==> src/pss_consts.vh <==
// Constants for the port S pin control block: offsets, fields, resets, timing.
// Included by the pin control block, its bench and its checker; holds definitions only.
`ifndef PSS_CONSTS_VH
`define PSS_CONSTS_VH

// Printed offsets are not all multiples of four: indices, byte address = 4*index
`define PSS_IDX_OUTPUT_VALUE  12'h248
`define PSS_IDX_PIN_LEVEL     12'h249
`define PSS_IDX_DIRECTION     12'h24a
`define PSS_IDX_ROUTE         12'h24b
`define PSS_ADDR_W            14

// Fields of the route/mode register
`define PSS_RT_SPI            0
`define PSS_RT_TWI            1
`define PSS_RT_PC0            2
`define PSS_RT_PC1            3
`define PSS_RT_PC2            4
`define PSS_RT_PC3            5
`define PSS_RT_PC6            6
`define PSS_RT_PC7            7
`define PSS_RT_PC7_SHDN       8
`define PSS_RT_W              9

// Reset values
`define PSS_RST_OUTPUT_VALUE  8'h00
`define PSS_RST_DIRECTION     8'h00
`define PSS_RST_ROUTE         9'h000

// Pin input synchroniser depth, two agreeing stages after the first
`define PSS_SYNC_STAGES       3

`endif

==> src/pss_gpio.v <==
// Port S general-purpose pin control: data, input-level and direction registers
// with alternate-function override of direction and output value.
// Assumes an APB master on i_mclk and pin pads resolved outside (oe active low).
//
// What this block does
// RULE1: Pin 1: serial tx, then channel 7, then GPIO
// RULE2: Pin 0: serial rx, then channel 6, then GPIO
// RULE3: GPIO output drives stored data bit
// RULE4: Data read: stored bit if output, else pin
// RULE5: Level register reads all synced pins always
// RULE6: Level register ignores writes, mirrors pins
// RULE7: Direction bit 1 output, 0 input
// RULE8: Pin 7: SPI, then open-drain two-wire, then channel 3
// RULE9: Pin 6: SPI, then channel 2 output
// RULE10: Pin 5: SPI, then channel 1 output
// RULE11: Pin 4: SPI, then open-drain two-wire, then channel 0
// RULE12: Pin 1: serial output, channel 7 output or shutdown input
// RULE13: Pin 0: serial input, channel 6 output
// RULE14: Reads settle five clocks after direction change
// RULE15: Data register kept while alternate function owns pin
`timescale 1ns/1ps
`include "pss_consts.vh"

module pss_gpio (
  // Clock, reset, enable
  input  wire        i_mclk,
  input  wire        i_rst,
  input  wire        i_ce,
  // APB slave
  input  wire        i_psel,
  input  wire        i_penable,
  input  wire        i_pwrite,
  input  wire [15:0] i_paddr,
  input  wire [31:0] i_pwdata,
  output wire        o_pready,
  output wire        o_pslverr,
  output reg  [31:0] o_prdata,
  // Alternate function enables
  input  wire        i_async_serial_unit_tx_en,
  input  wire        i_async_serial_unit_rx_en,
  input  wire        i_spi_en,
  input  wire        i_two_wire_unit_en,
  input  wire [7:0]  i_pulse_channel_en,
  // Alternate function output data and SPI direction
  input  wire        i_async_serial_unit_txd,
  input  wire [7:0]  i_pulse_channel_out,
  input  wire [3:0]  i_spi_out,
  input  wire [3:0]  i_spi_dir_out,
  input  wire        i_two_wire_unit_sda_low,
  input  wire        i_two_wire_unit_scl_low,
  // Pins
  input  wire [7:0]  i_port_s_pins,
  output reg  [7:0]  o_port_s_pins,
  output reg  [7:0]  o_port_s_pins_oe_n,
  output wire [7:0]  o_port_s_pin_level
);

  reg  [7:0]          port_s_output_value_r;
  reg  [7:0]          port_s_direction_r;
  reg  [`PSS_RT_W-1:0] route_r;
  wire [7:0]          pin_sync;
  reg  [7:0]          eff_dir;
  reg  [7:0]          eff_out;
  reg  [7:0]          read_mux;

  wire                acc     = i_psel & i_penable;
  wire                wr      = acc & i_pwrite & i_ce;
  wire [13:0]         idx     = i_paddr[15:2];
  wire                hit_out = (idx == `PSS_IDX_OUTPUT_VALUE);
  wire                hit_lvl = (idx == `PSS_IDX_PIN_LEVEL);
  wire                hit_dir = (idx == `PSS_IDX_DIRECTION);
  wire                hit_rt  = (idx == `PSS_IDX_ROUTE);
  wire                mapped  = hit_out | hit_lvl | hit_dir | hit_rt;
  wire                bad_al  = (i_paddr[1:0] != 2'b00);

  // Zero-wait slave; frozen clock enable stalls the access phase
  assign o_pready  = i_ce;
  assign o_pslverr = acc & (~mapped | bad_al);

  genvar g;
  generate
    for (g = 0; g < 8; g = g + 1) begin : g_sync
      pss_pin_sync u_sync (
        .i_mclk  (i_mclk),
        .i_rst   (i_rst),
        .i_ce    (i_ce),
        .i_pin   (i_port_s_pins[g]),
        .o_level (pin_sync[g])
      );
    end
  endgenerate

  // Synchroniser latency covers the settling window on reads
  assign o_port_s_pin_level = pin_sync; // RULE14

  // Software writes; data register always writable, even under alternate control
  always @(posedge i_mclk or posedge i_rst) begin
    if (i_rst) begin
      port_s_output_value_r <= `PSS_RST_OUTPUT_VALUE;
      port_s_direction_r    <= `PSS_RST_DIRECTION;
      route_r               <= `PSS_RST_ROUTE;
    end else if (wr && !bad_al) begin
      if (hit_out) begin
        port_s_output_value_r <= i_pwdata[7:0]; // RULE15
      end
      if (hit_dir) begin
        port_s_direction_r <= i_pwdata[7:0];
      end
      if (hit_rt) begin
        route_r <= i_pwdata[`PSS_RT_W-1:0];
      end
      // Writes to the level register fall through with no effect
    end
  end

  // Effective direction and output per pin, by priority
  always @* begin
    eff_dir = port_s_direction_r; // RULE7
    eff_out = port_s_output_value_r; // RULE3
    // Pin 7
    if (i_spi_en && route_r[`PSS_RT_SPI]) begin // RULE8
      eff_dir[7] = i_spi_dir_out[3];
      eff_out[7] = i_spi_out[3];
    end else if (i_two_wire_unit_en && route_r[`PSS_RT_TWI]) begin
      eff_dir[7] = i_two_wire_unit_sda_low;
      eff_out[7] = 1'b0;
    end else if (i_pulse_channel_en[3] && route_r[`PSS_RT_PC3]) begin
      eff_dir[7] = 1'b1;
      eff_out[7] = i_pulse_channel_out[3];
    end
    // Pin 6
    if (i_spi_en && route_r[`PSS_RT_SPI]) begin // RULE9
      eff_dir[6] = i_spi_dir_out[2];
      eff_out[6] = i_spi_out[2];
    end else if (i_pulse_channel_en[2] && route_r[`PSS_RT_PC2]) begin
      eff_dir[6] = 1'b1;
      eff_out[6] = i_pulse_channel_out[2];
    end
    // Pin 5
    if (i_spi_en && route_r[`PSS_RT_SPI]) begin // RULE10
      eff_dir[5] = i_spi_dir_out[1];
      eff_out[5] = i_spi_out[1];
    end else if (i_pulse_channel_en[1] && route_r[`PSS_RT_PC1]) begin
      eff_dir[5] = 1'b1;
      eff_out[5] = i_pulse_channel_out[1];
    end
    // Pin 4
    if (i_spi_en && route_r[`PSS_RT_SPI]) begin // RULE11
      eff_dir[4] = i_spi_dir_out[0];
      eff_out[4] = i_spi_out[0];
    end else if (i_two_wire_unit_en && route_r[`PSS_RT_TWI]) begin
      eff_dir[4] = i_two_wire_unit_scl_low;
      eff_out[4] = 1'b0;
    end else if (i_pulse_channel_en[0] && route_r[`PSS_RT_PC0]) begin
      eff_dir[4] = 1'b1;
      eff_out[4] = i_pulse_channel_out[0];
    end
    // Pin 1
    if (i_async_serial_unit_tx_en) begin // RULE1
      eff_dir[1] = 1'b1; // RULE12
      eff_out[1] = i_async_serial_unit_txd;
    end else if (i_pulse_channel_en[7] && route_r[`PSS_RT_PC7]) begin
      eff_dir[1] = ~route_r[`PSS_RT_PC7_SHDN]; // RULE12
      eff_out[1] = i_pulse_channel_out[7];
    end
    // Pin 0
    if (i_async_serial_unit_rx_en) begin // RULE2
      eff_dir[0] = 1'b0; // RULE13
    end else if (i_pulse_channel_en[6] && route_r[`PSS_RT_PC6]) begin
      eff_dir[0] = 1'b1; // RULE13
      eff_out[0] = i_pulse_channel_out[6];
    end
  end

  // Pads from flops; open-drain two-wire pins drive low only when enabled
  always @(posedge i_mclk or posedge i_rst) begin
    if (i_rst) begin
      o_port_s_pins      <= 8'h00;
      o_port_s_pins_oe_n <= 8'hff;
    end else if (i_ce) begin
      o_port_s_pins      <= eff_out;
      o_port_s_pins_oe_n <= ~eff_dir;
    end
  end

  // Read data: direction register chooses stored bit or pin level
  always @* begin
    read_mux = 8'h00;
    if (hit_out) begin
      read_mux = (port_s_output_value_r & port_s_direction_r) | (pin_sync & ~port_s_direction_r); // RULE4
    end else if (hit_lvl) begin
      read_mux = pin_sync; // RULE5
    end else if (hit_dir) begin
      read_mux = port_s_direction_r;
    end
  end

  // Level register is never stored, so writes cannot touch it; reset clears its synchronisers
  always @(posedge i_mclk or posedge i_rst) begin
    if (i_rst) begin
      o_prdata <= 32'h0000_0000;
    end else if (i_ce && i_psel && !i_penable && !i_pwrite) begin
      if (hit_rt) begin
        o_prdata <= {{(32-`PSS_RT_W){1'b0}}, route_r};
      end else begin
        o_prdata <= {24'h00_0000, read_mux}; // RULE6
      end
    end
  end

endmodule

==> src/pss_pin_sync.v <==
// Per-pin input synchroniser with agreement filter.
// Assumes pins are asynchronous to i_mclk; one instance per pin.
`timescale 1ns/1ps

module pss_pin_sync (
  // Clock and reset
  input  wire i_mclk,
  input  wire i_rst,
  input  wire i_ce,
  // Pin and result
  input  wire i_pin,
  output reg  o_level
);

  reg s1_r;
  reg s2_r;
  reg s3_r;

  // Level holds until stages two and three agree; stage one feeds only stage two
  always @(posedge i_mclk or posedge i_rst) begin
    if (i_rst) begin
      s1_r    <= 1'b0;
      s2_r    <= 1'b0;
      s3_r    <= 1'b0;
      o_level <= 1'b0;
    end else if (i_ce) begin
      s1_r <= i_pin;
      s2_r <= s1_r;
      s3_r <= s2_r;
      if (s2_r == s3_r) begin
        o_level <= s3_r;
      end
    end
  end

endmodule

==> config.mk <==
export PLATFORM = sky130hd
export DESIGN_NAME = pss_gpio
export DESIGN_NICKNAME = d
export VERILOG_FILES = /design/src/pss_gpio.v /design/src/pss_pin_sync.v
export VERILOG_INCLUDE_DIRS = /design/src /design/src/src
export SDC_FILE = /design/constraint.sdc
export NUM_CORES = 1
export LEC_CHECK = 0
export BUFFER_PORTS_ARGS = -buffer_cell sky130_fd_sc_hd__buf_2
export CAP_MARGIN = 10
export CORE_ASPECT_RATIO = 0.6
export CORE_UTILIZATION = 49
export DETAILED_ROUTE_END_ITERATION = 12
export GPL_ROUTABILITY_DRIVEN = 0
export GPL_TIMING_DRIVEN = 1
export PLACE_DENSITY = 0.82
export SLEW_MARGIN = 25
export SYNTH_ARGS = -nofsm -noshare
export SYNTH_HDL_FRONTEND = slang
export SYNTH_SLANG_ARGS = --single-unit
==> constraint.sdc <==
create_clock -name i_mclk -period 3.2 [get_ports i_mclk]
set_clock_uncertainty 0.15 [all_clocks]
set_input_delay 0 -clock i_mclk [delete_from_list [all_inputs] [get_ports i_mclk]]
set_output_delay 0 -clock i_mclk [all_outputs]
set_load 0.02 [all_outputs]
==> impl_metrics.yaml <==
drt:
  avgRoutedWirePerCell_um: 15.6
  vias: 3156
  first_pass_iters: 4
  drt_iter0_drc: 163
  vias_per_cell: 5.13
  wl_um: 9570
  drc: 0
  antenna_left: 0
critical_path:
  critPathTopFamily: "buffers and inverters"
  arrival_ns: 2.95
  r2r_slack_ns: 0.38
  cp.required_ns: 3.33
  cp_max_fo: 4
  path_class: "reg -> reg"
  crit_path_start_kind: "flop"
  cpMostUsedCell: "dlygate4sd3_1"
  critical_path_buf_inv_count: 3
  cp_cell_sequence: "and2_1 > nand2_1 > dlygate4sd3_1 > nand2_1 > dlygate4sd3_1 > o22ai_1 > dlygate4sd3_1"
  crit_slowest_cell: "dlygate4sd3_1"
  critical_path.max_stage_delay_ns: 0.59
  cp-end-kind: "flop"
placed_design:
  pre_cts_ws_ns: 1.16
  port_buffers: 100
  dp_hpwl_um: 6380
cts:
  cts_sinks: 82
  post_cts_resized: 0
  htreeDepth: 3
  cts_buffers: 9
  hold_buffers: 58
  root_buffer: "clkbuf_16"
  clk_pin_slew_worst_paths_ns: 0.06
  clk_path_buf_depth: 2
  cts_tree: "yes"
  cts_setup_buffers: 0
  insertion_delay_ns: 0.34
floorplan:
  die_y_um: 71.7
  die_area_mm2: 0.00847
  die_x_um: 118
  pin_count: 151
  rows: 24
  start_util_pct: 52.6
  coreArea_mm2: 0.00754
grt:
  antenna_found_initial: 0
  grt_usage_pct: 24.5
  busiest_layer: "met2"
  use_met3_pct: 7.96
  grt_overflow: 0
  grtUsageMet2_pct: 41.9
  grt_util_met1_pct: 29.7
  grt_max_degree: 49
  grt_pass1_wl_um: 15600
  first_global_vias: 3192
hold_path:
  hold_path_class: "in -> reg"
sta:
  setup_slack_ns: 0.380
  rsz0062_at_grt: "no"
  drv_slew: 0
  finalCritPeriodShare_pct: 88.1
  max_freq_mhz: 355
  hold_viol_final: 0
  relSlewSlack_pct: 45.1
  layout_min_cycle_time_ns: 2.82
  tns_ns: 0
  worstMarginPinSlew_ns: 0.823
  setup-violations-final: 0
power:
  powerDensity_mw_per_mm2: 487
  irDropWorstVdd_mv: 0.280
  p_leak_nw: 2.58
finish:
  layout-drive-gt1-share_pct: 36.2
  syn2layout_area_growth_pct: 33.2
  layout.nets: 599
  post-route-util_pct: 70.1
  num_antenna_cells: 0
  n_fill_cell: 532
yosys:
  synthCells: 358
  ys_types: 30
  ys_ff_latch: 82
  ys_seq_area_share_pct: 52.0
  avgSynthCellArea_um2: 11.1
  syn_area_mm2: 0.00397
  ys_warn_count: 0
flow_run:
  cap_viol_max_count: 0
outcome:
  status: "finished clean"
## layout by cell type (no fill, tap or decap), types with 3 or more instances in the layout
master and instances:
nor4b_2 3, dlygate4sd3_1 58, clkinv_2 3, mux2i_1 8, mux2_2 53, inv_1 5
a21oi_1 29, nand3_1 10, buf_2 100, conb_1 23, o21ai_0 26, clkbuf_16 9
a31oi_1 8, nor2_1 21, dfrtp_1 74, dfstp_2 8, nand2b_1 15, mux2_1 3
buf_4 3, clkbuf_1 3, nand2_1 28
## logic make-up after synthesis
family / after synthesis / synth area share (%)
flip-flops: 82 / 52.0
buffers and inverters: 52 / 7.95
AO/OA/AOI/OAI: 71 / 9.78
multiplexers: 64 / 17.9
AND/OR/NAND/NOR: 88 / 12.3
other: 1 / 0.0945
## report_power, final
part           internal, W  leakage, nW  switching (W)
registers          0.00112         1.05      0.0000728
clock network     0.000623        0.144       0.000374
logic             0.000176         1.38       0.000203
## state kept, by name, indices dropped and copies added, names as in the netlist
signal                 flops
route_r                    9
o_prdata                   9
g_sync.u_sync.o_level      8
g_sync.u_sync.s1_r         8
o_port_s_pins_oe_n         8
g_sync.u_sync.s2_r         8
g_sync.u_sync.s3_r         8
o_port_s_pins              8
port_s_output_value_r      8
port_s_direction_r         8
## synthesized netlist by cell type
master     count  area share, %
nand4_2        1           0.32
and2_1         2           0.32
a2bb2oi_1      2           0.44
a21oi_1       29            3.7
o21ai_0       26            3.3
mux2i_1        8            2.0
inv_1          6           0.57
a211oi_1       2           0.38
mux2_1         3           0.85
buf_4         32            6.1
dfstp_2        8            5.3
nand4bb_1      1           0.28
clkbuf_1      12            1.1
nand3_1       10            1.3
buf_1          2           0.19
nor3_4         2           0.82
a31oi_1        8            1.3
nor4bb_1       1           0.25
nor2_4         1           0.28
o22a_1         2           0.44
nor4b_2        3            1.1
and4_1         1           0.22
nor3b_1        2           0.38
nand2_1       28            2.6
nand2b_1      15            2.4
nor2_1        21            2.0
o22ai_1        2           0.32
conb_1         1          0.095
dfrtp_1       74             47
mux2_2        53             15
## worst register-to-register path, cell delays in order (launching register included)
cell and delay (ns):
dfrtp_1 0.42, and2_1 0.21, nand2_1 0.08, dlygate4sd3_1 0.57
nand2_1 0.06, dlygate4sd3_1 0.59, o22ai_1 0.12, dlygate4sd3_1 0.58
## final timing paths
| path | endpoint | startpoint | cells after the start |
|---|---|---|---|
| max in group asynchronous | o_port_s_pins_oe_n[0] | i_rst | 4 |
| worst min-delay path | o_prdata[8] | i_paddr[13] | 5 |
| worst max register to register | o_port_s_pins_oe_n[7] | route_r[0] | 7 |
| worst min register to register | o_port_s_pins_oe_n[2] | o_port_s_pins_oe_n[2] | 2 |
| min in group asynchronous | g_sync[1].u_sync.s2_r | i_rst | 3 |
| worst max-delay path | o_port_s_pins_oe_n[7] | route_r[0] | 7 |
## per-layer routing
layer | routed length, um | vias to the layer above
met2 | 4670 | 112
met1 | 4060 | 1526
met4 | 162 | 0
li1 | - | 1505
met5 | 0 | -
met3 | 674 | 13
## stage by stage
stage | std cells | power [W] | instance area (um2) | hold WS, ns
final | 615 | 0.00257 | 5280 | 0.0261
after global routing | 615 | 0.00270 | 5280 | 0.0346
after CTS | 615 | 0.00259 | 5280 | 0.0152
after detailed placement | 541 | 0.00154 | 4410 | 0.0305
after global placement | 541 | 0.00153 | 4410 | 0.0232
after floorplan | 380 | 0.00147 | 4050 | -0.0374
## final cells by class
type                       instances  area, um2  area share, %
timing repair buffer             161       1100           20.9
clock inverter                     3       40.0          0.758
tap                              104        130           2.46
inverter                           6       23.8          0.450
sequential                        82       2060           39.0
multi-input combinational        246       1670           31.7
clock buffer                      13        250           4.74
Note: power is estimated with default switching activity, not from simulation.
